<file path="src/common/scalar_pkg.sv">
package scalar_pkg;
   // Data path widths
   localparam int WORD_W = 64;
   localparam int COUNT_W = 24;
   localparam int DESIG_W = 3;
   localparam int OP_W = 7;
   localparam int IMM_W = 6;
   localparam int AMT_W = 7;
   // Opcodes handled by the logical and shift units
   localparam logic [OP_W-1:0] OP_AND = 7'h24;
   localparam logic [OP_W-1:0] OP_AND_NOT = 7'h25;
   localparam logic [OP_W-1:0] OP_XOR = 7'h26;
   localparam logic [OP_W-1:0] OP_EQV = 7'h27;
   localparam logic [OP_W-1:0] OP_MERGE = 7'h28;
   localparam logic [OP_W-1:0] OP_OR = 7'h29;
   localparam logic [OP_W-1:0] OP_SHL_ZERO = 7'h2a;
   localparam logic [OP_W-1:0] OP_SHR_ZERO = 7'h2b;
   localparam logic [OP_W-1:0] OP_SHL_SELF = 7'h2c;
   localparam logic [OP_W-1:0] OP_SHR_SELF = 7'h2d;
   localparam logic [OP_W-1:0] OP_DSHL = 7'h2e;
   localparam logic [OP_W-1:0] OP_DSHR = 7'h2f;
   // Fixed operand values
   localparam logic [WORD_W-1:0] SIGN_BIT_ONLY = 64'h8000_0000_0000_0000;
   localparam logic [WORD_W-1:0] ZERO_WORD = 64'h0;
   localparam logic [DESIG_W-1:0] ZERO_REG = 3'h0;
   localparam logic [AMT_W-1:0] IMM_SPAN = 7'h40;
   localparam int DOUBLE_MAX = 127;
   localparam int DEFAULT_COUNT = 1;
   // Result latencies in clock periods
   localparam int LOGIC_READY_CP = 1;
   localparam int IMM_READY_CP = 2;
   localparam int DBL_READY_CP = 3;

   typedef struct packed {
      logic valid;
      logic [OP_W-1:0] opcode;
      logic [DESIG_W-1:0] i;
      logic [DESIG_W-1:0] j;
      logic [DESIG_W-1:0] k;
   } issue_request_type;

   typedef struct packed {
      logic [WORD_W-1:0] target;
      logic [WORD_W-1:0] first;
      logic [WORD_W-1:0] second;
      logic [COUNT_W-1:0] count;
   } operand_type;

   typedef struct packed {
      logic target;
      logic first;
      logic second;
      logic count;
      logic zero;
   } reserve_type;

   typedef struct packed {
      logic valid;
      logic [DESIG_W-1:0] dest;
      logic [WORD_W-1:0] data;
   } result_type;
endpackage : scalar_pkg

</file>
<file path="src/hw/logic_unit.sv">
`timescale 1ns/10ps
module logic_unit (
   input wire logic [scalar_pkg::OP_W-1:0] opcode,
   input wire logic j_zero,
   input wire logic k_zero,
   input wire logic [scalar_pkg::WORD_W-1:0] target_register,
   input wire logic [scalar_pkg::WORD_W-1:0] first_in,
   input wire logic [scalar_pkg::WORD_W-1:0] second_in,
   output logic [scalar_pkg::WORD_W-1:0] result
);
   logic [scalar_pkg::WORD_W-1:0] first_operand;
   logic [scalar_pkg::WORD_W-1:0] second_operand;

   // Register 0 reads as zero or sign bit only
   assign first_operand = j_zero ? scalar_pkg::ZERO_WORD : first_in;
   assign second_operand = k_zero ? scalar_pkg::SIGN_BIT_ONLY : second_in;

   // Bitwise operation select
   always_comb begin
      case (opcode)
         scalar_pkg::OP_AND: result = first_operand & second_operand;
         scalar_pkg::OP_AND_NOT: result = first_operand & ~second_operand;
         scalar_pkg::OP_XOR: result = first_operand ^ second_operand;
         scalar_pkg::OP_EQV: result = ~(first_operand ^ second_operand);
         scalar_pkg::OP_MERGE: begin
            result = (first_operand & second_operand)
               | (target_register & ~second_operand);
         end
         scalar_pkg::OP_OR: result = first_operand | second_operand;
         default: result = scalar_pkg::ZERO_WORD;
      endcase
   end
endmodule : logic_unit

</file>
<file path="src/hw/shift_unit.sv">
`timescale 1ns/10ps
module shift_unit #(
   parameter int COUNT_W = scalar_pkg::COUNT_W
) (
   input wire logic [scalar_pkg::OP_W-1:0] opcode,
   input wire logic [scalar_pkg::DESIG_W-1:0] i_des,
   input wire logic [scalar_pkg::DESIG_W-1:0] j_des,
   input wire logic k_zero,
   input wire logic [scalar_pkg::IMM_W-1:0] immediate_count_field,
   input wire logic [scalar_pkg::WORD_W-1:0] target_register,
   input wire logic [scalar_pkg::WORD_W-1:0] first_in,
   input wire logic [COUNT_W-1:0] count_register,
   output logic [scalar_pkg::WORD_W-1:0] imm_result,
   output logic [scalar_pkg::WORD_W-1:0] dbl_result
);
   localparam int W = scalar_pkg::WORD_W;
   logic [scalar_pkg::AMT_W-1:0] right_amt;
   logic [W-1:0] left_imm;
   logic [W-1:0] right_imm;
   logic [COUNT_W-1:0] count;
   logic count_over;
   logic [W-1:0] partner;
   logic [2*W-1:0] pair_left;
   logic [2*W-1:0] pair_right;

   // Immediate shifts are end off, zero fill; right by 64 clears the word
   assign right_amt = scalar_pkg::IMM_SPAN - scalar_pkg::AMT_W'(immediate_count_field);
   assign left_imm = target_register << immediate_count_field;
   assign right_imm = target_register >> right_amt;
   assign imm_result = opcode[0] ? right_imm : left_imm;

   // Double shift count and partner word
   assign count = k_zero ? COUNT_W'(scalar_pkg::DEFAULT_COUNT) : count_register;
   assign count_over = count > COUNT_W'(scalar_pkg::DOUBLE_MAX);
   assign partner = (j_des == scalar_pkg::ZERO_REG) ? scalar_pkg::ZERO_WORD
      : ((i_des == j_des) ? target_register : first_in);

   // Joined 128-bit shifts; i equal j gives rotation up to 64
   assign pair_left = {target_register, partner} << count[scalar_pkg::AMT_W-1:0];
   assign pair_right = {partner, target_register} >> count[scalar_pkg::AMT_W-1:0];

   // Only the target word is produced; the partner keeps its value
   always_comb begin
      if (count_over) begin
         dbl_result = scalar_pkg::ZERO_WORD;
      end else if (opcode == scalar_pkg::OP_DSHL) begin
         dbl_result = pair_left[2*W-1:W];
      end else begin
         dbl_result = pair_right[W-1:0];
      end
   end
endmodule : shift_unit

</file>
<file path="src/hw/scalar_logic_shift_units.sv">
`timescale 1ns/10ps
// Operation
// - j zero gives zero, k zero sign bit
// - opcode 044 writes bitwise AND
// - opcode 045 writes first AND NOT second
// - opcode 046 writes exclusive OR
// - opcode 047 writes equivalence, inverse of XOR
// - opcode 050 merges first into target by mask
// - opcode 051 writes inclusive OR
// - logical hold on reservations, ready 1 CP
// - 052/054 shift left by immediate count
// - 053/055 shift right by 64 minus count
// - immediate shifts end off, zero fill
// - hold immediate shifts after double or add
// - immediate shift result ready 2 CPs
// - double shift uses full 24-bit count
// - k zero means count of one
// - j zero uses zero partner word
// - i equals j nonzero rotates up to 64
// - over 64 end off; partner kept
// - i equals j over 64 as single shift
// - 056 left pair, upper half, clear over 127
// - 057 right pair, lower half, clear over 127
// - double shift hold on reservations, ready 3 CPs
module scalar_logic_shift_units #(
   parameter int COUNT_W = scalar_pkg::COUNT_W
) (
   input wire logic clk,
   input wire logic resetn,
   input wire scalar_pkg::issue_request_type issue_req,
   input wire logic [scalar_pkg::IMM_W-1:0] immediate_count_field,
   input wire scalar_pkg::operand_type operands,
   input wire scalar_pkg::reserve_type reserved,
   input wire logic add_issued_prev,
   output logic issue_taken,
   output logic issue_refused,
   output scalar_pkg::result_type logical_result,
   output scalar_pkg::result_type shift_result
);
   // Count must be able to express counts above 127
   if (COUNT_W < scalar_pkg::AMT_W + 1 || COUNT_W > scalar_pkg::COUNT_W) begin : g_count_check
      $error("COUNT_W too narrow for double shift counts");
   end

   // Opcode range decode
   function automatic logic op_in(input logic [scalar_pkg::OP_W-1:0] op,
                                  input logic [scalar_pkg::OP_W-1:0] lo,
                                  input logic [scalar_pkg::OP_W-1:0] hi);
      op_in = (op >= lo) && (op <= hi);
   endfunction : op_in

   logic is_logical;
   logic is_imm;
   logic is_dbl;
   logic to_zero_reg;
   logic j_zero;
   logic k_zero;
   logic first_busy;
   logic hold_logical;
   logic hold_imm;
   logic hold_dbl;
   logic take_logical;
   logic take_imm;
   logic take_dbl;
   logic take_any;
   logic [scalar_pkg::WORD_W-1:0] logic_value;
   logic [scalar_pkg::WORD_W-1:0] imm_value;
   logic [scalar_pkg::WORD_W-1:0] dbl_value;
   logic [scalar_pkg::DESIG_W-1:0] imm_dest;

   logic issue_taken_reg;
   logic issue_refused_reg;
   logic dbl_prev_reg;
   scalar_pkg::result_type logical_result_reg;
   scalar_pkg::result_type logical_result_next;
   scalar_pkg::result_type imm_stage_reg;
   scalar_pkg::result_type imm_stage_next;
   scalar_pkg::result_type dbl_stage1_reg;
   scalar_pkg::result_type dbl_stage1_next;
   scalar_pkg::result_type dbl_stage2_reg;
   scalar_pkg::result_type shift_result_reg;
   scalar_pkg::result_type shift_result_next;

   // Functional unit selection
   assign is_logical = op_in(issue_req.opcode, scalar_pkg::OP_AND, scalar_pkg::OP_OR);
   assign is_imm = op_in(issue_req.opcode, scalar_pkg::OP_SHL_ZERO,
                         scalar_pkg::OP_SHR_SELF);
   assign is_dbl = op_in(issue_req.opcode, scalar_pkg::OP_DSHL, scalar_pkg::OP_DSHR);
   assign to_zero_reg = op_in(issue_req.opcode, scalar_pkg::OP_SHL_ZERO,
                              scalar_pkg::OP_SHR_ZERO);
   assign j_zero = issue_req.j == scalar_pkg::ZERO_REG;
   assign k_zero = issue_req.k == scalar_pkg::ZERO_REG;

   // Hold conditions; register 0 never blocks as a source
   assign first_busy = reserved.first && !j_zero;
   assign hold_logical = reserved.target || first_busy
      || (reserved.second && !k_zero);
   assign hold_imm = dbl_prev_reg || add_issued_prev || reserved.target
      || (to_zero_reg && reserved.zero);
   assign hold_dbl = reserved.target || first_busy
      || (reserved.count && !k_zero);

   // Issue decisions
   assign take_logical = issue_req.valid && is_logical && !hold_logical;
   assign take_imm = issue_req.valid && is_imm && !hold_imm;
   assign take_dbl = issue_req.valid && is_dbl && !hold_dbl;
   assign take_any = take_logical || take_imm || take_dbl;

   logic_unit u_logic (
      .opcode(issue_req.opcode),
      .j_zero(j_zero),
      .k_zero(k_zero),
      .target_register(operands.target),
      .first_in(operands.first),
      .second_in(operands.second),
      .result(logic_value)
   );

   shift_unit #(
      .COUNT_W(COUNT_W)
   ) u_shift (
      .opcode(issue_req.opcode),
      .i_des(issue_req.i),
      .j_des(issue_req.j),
      .k_zero(k_zero),
      .immediate_count_field(immediate_count_field),
      .target_register(operands.target),
      .first_in(operands.first),
      .count_register(operands.count[COUNT_W-1:0]),
      .imm_result(imm_value),
      .dbl_result(dbl_value)
   );

   // Immediate shifts of 052 and 053 land in register 0
   assign imm_dest = to_zero_reg ? scalar_pkg::ZERO_REG : issue_req.i;

   // Stage contents on issue
   assign logical_result_next = '{valid: take_logical, dest: issue_req.i,
                                  data: logic_value};
   assign imm_stage_next = '{valid: take_imm, dest: imm_dest, data: imm_value};
   assign dbl_stage1_next = '{valid: take_dbl, dest: issue_req.i,
                              data: dbl_value};

   // Shared shift result path; hold on prior double keeps slots apart
   assign shift_result_next = imm_stage_reg.valid ? imm_stage_reg : dbl_stage2_reg;

   // Issue answer and double-issue history
   always_ff @(posedge clk) begin
      if (!resetn) begin
         issue_taken_reg <= 1'b0;
         issue_refused_reg <= 1'b0;
         dbl_prev_reg <= 1'b0;
      end else begin
         issue_taken_reg <= take_any;
         issue_refused_reg <= issue_req.valid && !take_any;
         dbl_prev_reg <= take_dbl;
      end
   end

   // Logical result, one period after issue
   always_ff @(posedge clk) begin
      if (!resetn) begin
         logical_result_reg <= '0;
      end else begin
         logical_result_reg <= logical_result_next;
      end
   end

   // Shift pipeline: immediate two periods, double three
   always_ff @(posedge clk) begin
      if (!resetn) begin
         imm_stage_reg <= '0;
         dbl_stage1_reg <= '0;
         dbl_stage2_reg <= '0;
         shift_result_reg <= '0;
      end else begin
         imm_stage_reg <= imm_stage_next;
         dbl_stage1_reg <= dbl_stage1_next;
         dbl_stage2_reg <= dbl_stage1_reg;
         shift_result_reg <= shift_result_next;
      end
   end

   assign issue_taken = issue_taken_reg;
   assign issue_refused = issue_refused_reg;
   assign logical_result = logical_result_reg;
   assign shift_result = shift_result_reg;
endmodule : scalar_logic_shift_units

</file>
<file path="config.mk">
export PLATFORM = sky130hd
export DESIGN_NAME = scalar_logic_shift_units
export DESIGN_NICKNAME = d
export VERILOG_FILES = /design/src/common/scalar_pkg.sv /design/src/hw/logic_unit.sv /design/src/hw/shift_unit.sv /design/src/hw/scalar_logic_shift_units.sv
export SDC_FILE = /design/constraint.sdc
export NUM_CORES = 2
export LEC_CHECK = 0
export BUFFER_PORTS_ARGS = -buffer_cell sky130_fd_sc_hd__buf_2
export CAP_MARGIN = 0
export CORE_MARGIN = 1.5
export CORE_UTILIZATION = 25
export DETAILED_ROUTE_END_ITERATION = 8
export SLEW_MARGIN = 30
export SYNTH_ARGS = -nofsm -noshare
export SYNTH_HDL_FRONTEND = slang
export SYNTH_SLANG_ARGS = --single-unit
</file>
<file path="constraint.sdc">
create_clock -name clk -period 5.9 [get_ports clk]
set_clock_uncertainty 0.2 [all_clocks]
set_input_delay 0.295 -clock clk [delete_from_list [all_inputs] [get_ports clk]]
set_output_delay 0.295 -clock clk [all_outputs]
set_load 0.005 [all_outputs]
</file>
Yosys cells after proc, flatten, opt, wreduce, memory -nomap -nowiden:

Cells that the tools add are included.

* flip-flop bits (word level): 339
* input port bits: 247
* output and inout bits: 138

* equal/unequal tests: 8
* order comparisons: 8
* $add $sub $neg: 1
* bitwise logic cells: 9
* reductions and logical operators: 33
* mux-type cells: 9
* shifts and indexed selects: 4

Operators by type and width (number)
* $mux W64: 6
* $pmux W64 S6: 1
* $and A64 B64 Y64: 3
* $not A64 Y64: 2
* $or A64 B64 Y64: 2
* $shl A128 B7 Y128: 1
* $shr A128 B7 Y64: 1
* $mux W68: 1
* $shl A64 B6 Y64: 1
* $shr A64 B7 Y64: 1
* $xor A64 B64 Y64: 1
* $eq A7 B6 Y1 const B: 7
* $le A7 B6 Y1 const B: 4
* $gt A24 B7 Y1 const B: 1
* $mux W24: 1
* $ge A7 B6 Y1 const B: 3
* $logic_and A1 B1 Y1: 15
* $logic_or A1 B1 Y1: 8
* $sub A7 B6 Y7 const A: 1
* $logic_not A1 Y1: 6
* $logic_not A3 Y1: 2
* $reduce_or A2 Y1: 2
* $eq A3 B3 Y1: 1
* $not A1 Y1: 1

Longest topological paths before layout:

* word-level depth: 11
* mapped depth: 19

Cells and area by module:

Synthesis repeated with hierarchy kept, for this count alone.

* cells, all modules: 6273
* area, all modules: 47568.1 um^2

Modules (own cells, without submodules)
* shift_unit: cells an instance 4528, area an instance 30673.2 um^2, sequential area each 0.0 um^2, instances 1
* scalar_logic_shift_units: cells an instance 816, area an instance 10027.1 um^2, sequential area each 6786.5 um^2, instances 1
* logic_unit: cells an instance 929, area an instance 6867.8 um^2, sequential area each 0.0 um^2, instances 1

Worst setup path after synthesis:

OpenSTA, ideal clock, no wires.

* path type: input to register
* start point: input immediate_count_field[0] in the netlist's numbering
* end point: register imm_stage_reg[33] in the netlist's numbering
* path buffers: 8
* stages: 17
* data arrival time: 4354 ps
* setup slack: 1218 ps
* setup time: 128 ps
* data required time: 5572 ps
* cells stage by stage: clkbuf_1 clkbuf_1 inv_1 clkbuf_1 clkbuf_1 ha_1 clkbuf_1 buf_1 buf_1 clkbuf_1 mux4_2 mux2i_1 a21oi_1 a21oi_1 o22ai_1 a21oi_1 nor2_1

* longest elaborated chain between the ends: 3

Ends and longest elaborated chain
* start, declared: RTL line scalar_logic_shift_units.sv:31 `input wire logic [scalar_pkg::IMM_W-1:0] immediate_count_field,`
* $sub A7 B6 Y7: RTL line shift_unit.sv:27 `assign right_amt = scalar_pkg::IMM_SPAN - scalar_pkg::AMT_W'(immediate_count_field);`
* $shr A64 B7 Y64: RTL line shift_unit.sv:29 `assign right_imm = target_register >> right_amt;`
* $mux W64 (*): RTL line shift_unit.sv:30 `assign imm_result = opcode[0] ? right_imm : left_imm;`
* end signal, assigned: RTL line scalar_logic_shift_units.sv:177 `imm_stage_reg <= imm_stage_next;`
* end, declared: RTL line scalar_logic_shift_units.sv:76 `scalar_pkg::result_type imm_stage_reg;`

Every way passes the cells marked *; elsewhere a longest branch is shown, timed or not.
A chain may end at the register's enable or synchronous reset.

Worst setup path in the final report:

* start point: input issue_req[7] in the netlist's numbering
* end point: register dbl_stage1_reg[7] in the netlist's numbering

* longest elaborated chain between the ends: 5

Ends and longest elaborated chain
* start, declared: RTL line scalar_logic_shift_units.sv:30 `input wire scalar_pkg::issue_request_type issue_req,`
* $eq A3 B3 Y1 (*): RTL line shift_unit.sv:36 `: ((i_des == j_des) ? target_register : first_in);`
* $mux W64 (*): RTL line shift_unit.sv:36
* $mux W64 (*): RTL line shift_unit.sv:35 `assign partner = (j_des == scalar_pkg::ZERO_REG) ? scalar_pkg::ZERO_WORD`
* $shr A128 B7 Y64 / $shl A128 B7 Y128 (equally long branches): RTL line shift_unit.sv:40, shift_unit.sv:39
* $mux W64 (*): RTL line shift_unit.sv:46 `end else if (opcode == scalar_pkg::OP_DSHL) begin`
* end signal, assigned: RTL line scalar_logic_shift_units.sv:178 `dbl_stage1_reg <= dbl_stage1_next;`
* end, declared: RTL line scalar_logic_shift_units.sv:78 `scalar_pkg::result_type dbl_stage1_reg;`

Marked as above.

==> results.md <==
* Async set or reset register ratio after synthesis at 0%
* Worst path required time at 6.20 ns
* Most common cell after layout, fill and taps aside: nand2_1
* Net count, final at 6986
* Core region area at 175000 um^2
* Gr usage total at 37.6%
* Starting density of the core at 25.2%
* R2r startpoint: imm_stage_reg[67]
* Pins Over Slew Limit at 0
* Remaining DRCs at 0
* Root Buffer: clkbuf_16
* Clock Sinks at 339
* Clock Latency Late Sink at 0.71 ns
* CP startpoint: issue_req[7]
* Die Y-Extent at approximately 420 um
* # rows at 153
* Setup ws final at 0.781 ns
* Crit path kind: input port to flip-flop
* Post-Place Setup Slack at 0.982 ns
* Register area share after synthesis at between 10% and 20%
* Worst setup EP type: flip-flop
* Unrepaired setup endpoints after global routing: no
* Synthesized Nets at 6769
* Max-cap violations at 0
* Cell taking the most area after synthesis: dfxtp_1
* Max Fclk at about 0.20 GHz
* Synthesized area at 44100 um^2
* Post-synth top area share at 15.4%
* CTS tree: done
* Routed WL at 354 mm
* Min-delay src: issue_req[14]
* Layout cells sized above 1 at between 10% and 20%
* Syn. warnings at 0
* Initial DRC count at around 9600
* Htree depth at 2
* Fill cells at 19200
* Leak Pwr at ~22 nW
* Top_reg_cell synth: dfxtp_1
* Fin crit period at 5.12 ns
* Vias in the first global route at 52800
* Pwr Density at around 230 nW/um^2
* Vias per inst at 6.45
* Setup crit start kind: input port
* DR pass1 iterations at 7
* Setup tns final at 0 ns
* Final setup vio count at 0
* Synth-to-Final Area Change at 18.2%
* Hold crit path type: input port to flip-flop
* GPL Wtd Cong at 1.06
* Num CTS Buffers at 45
* Die width at roughly 420 um
* Crit share post-route at 86.8%
* Final hold violation count at 0
* GRT Residual Overflow at 0
* Pin count of the biggest net entering global routing at 201
* Status: finished, final reports clean
* Seq. cell area at 6790 um^2
* WL per Instance at ~40 um
* Post-synth EDFFs at 0
* Crit Path Max Fanout at 28
* Seq cells post-synth at 339
* Maximum clock path buffer count at 3
* Port Buffers at ~380
* I/O pin count at 385
* Die ar. at 179000 um^2
* Post_cts resized at 0
* Via count at 57600
* Initial antenna violation count at 55
* Max IR drop VDD at 0.197 mV
* Mapped Cells at 6329
* Synth unique cells at 84
* Routed Antenna Nets at 0
* Crit path arrival time at 5.42 ns
* Area of the multi-input gates at 34300 um^2
* Most frequent cells in the layout: nand2_1, nor2_1, a21oi_1
* Synthesized area per cell at 6.96 um^2
* Hpwl dp at between 200 and 300 mm
* Synth top area cells: dfxtp_1, mux2i_1, nand2_1
* Slew HR at 22.2%
* Clock-pin transition on the worst setup and hold timing paths at ~0.07 ns
* R2r setup slk at about 3.4 ns
* Worst Max-Slew Pin Slew at 1.16 ns
* First-pass GRT wire length at 468 mm
-- layout make-up --
type	count	share of cell area (%)
flip-flops and latches	339	13.0
inverters	209	1.52
multi-input cells	5127	65.9
clock buffers	60	2.39
well taps	2325	5.59
diodes	27	0.130
repair buffers	824	11.0
clock inverters	20	0.495
-- synth_stat cells (111+ instances only) --
library cell  instances
a211oi_1            166
mux2i_1             540
nor2_1              664
inv_1               206
buf_2               111
o21ai_0             464
a21oi_1             590
dfxtp_1             339
ha_1                193
nand2_1             896
nor3_1              155
clkbuf_1            434
and2_1              121
mux4_2              114
-- where the power goes --
group	internal (mW)	total, mW	leakage (nW)	switching [mW]
Sequential	2.35	2.41	2.75	0.0541
Combinational	1.79	6.34	18.5	4.55
Clock	1.63	2.98	0.737	1.35
-- timing repair --
action / in CTS / in global routing
buffers inserted: 0 / 0
hold endpoints to repair: 56 / 0
hold buffers: 20 / 0
-- worst max-delay path: stages --
cell and delay, ns:
dlygate4sd3_1 0.53, buf_2 0.29, xor2_4 0.45, buf_4 0.43
o31ai_1 0.15, a21oi_1 0.47, nor2_1 0.22, a211oi_1 0.59
a21oi_1 0.32, mux2i_1 0.55, a211oi_1 0.19, o32a_1 0.40
a31oi_1 0.49
-- kinds of logic (layout without fill, tap and decap cells) --
family | Yosys count | count (layout) | synth area share, %
compound gates | 2136 | 2136 | 31.4
simple gates | 2061 | 2061 | 19.8
fa+ha+maj | 193 | 193 | 5.48
buf+inv | 863 | 1113 | 7.71
mux | 724 | 724 | 19.9
xor+xnor | 13 | 13 | 0.309
flops | 339 | 339 | 15.4
other cells | 0 | 27 | 0
-- path summary, 6_finish.rpt --
path,endpoint,cells after the start
setup / recovery,dbl_stage1_reg[7],13
hold / removal,logical_result[31],6
setup reg to reg,shift_result[43],3
hold reg to reg,dbl_stage2_reg[40],1
-- per-layer routing --
layer | global-route usage (%) | vias to the layer above | part of all wire (%)
li1 | - | 23600 | -
met4 | 27.4 | 40 | 9.0
met5 | 0 | - | 0.092
met1 | 45.3 | 28000 | 37
met2 | 56.4 | 4669 | 42
met3 | 11.6 | 1221 | 12
-- through the flow --
| step | cell area, um^2 | power, mW | instances | utilization [%] | hold WS [ns] |
|---|---|---|---|---|---|
| after floorplan | 44100 | 5.47 | 6329 | - | 0.211 |
| after detailed placement | 50200 | 8.37 | 8802 | 28.8 | 0.219 |
| after global placement | 50100 | 8.39 | 8801 | 28.7 | 0.217 |
| after CTS | 51900 | 11.4 | 8902 | 29.7 | 0.0145 |
| final | 52100 | 11.7 | 8931 | 29.8 | 0.0426 |
| after global routing | 52000 | 11.9 | 8909 | 29.8 | 0.0917 |
No activity file was read; power rests on OpenSTA's default activity.
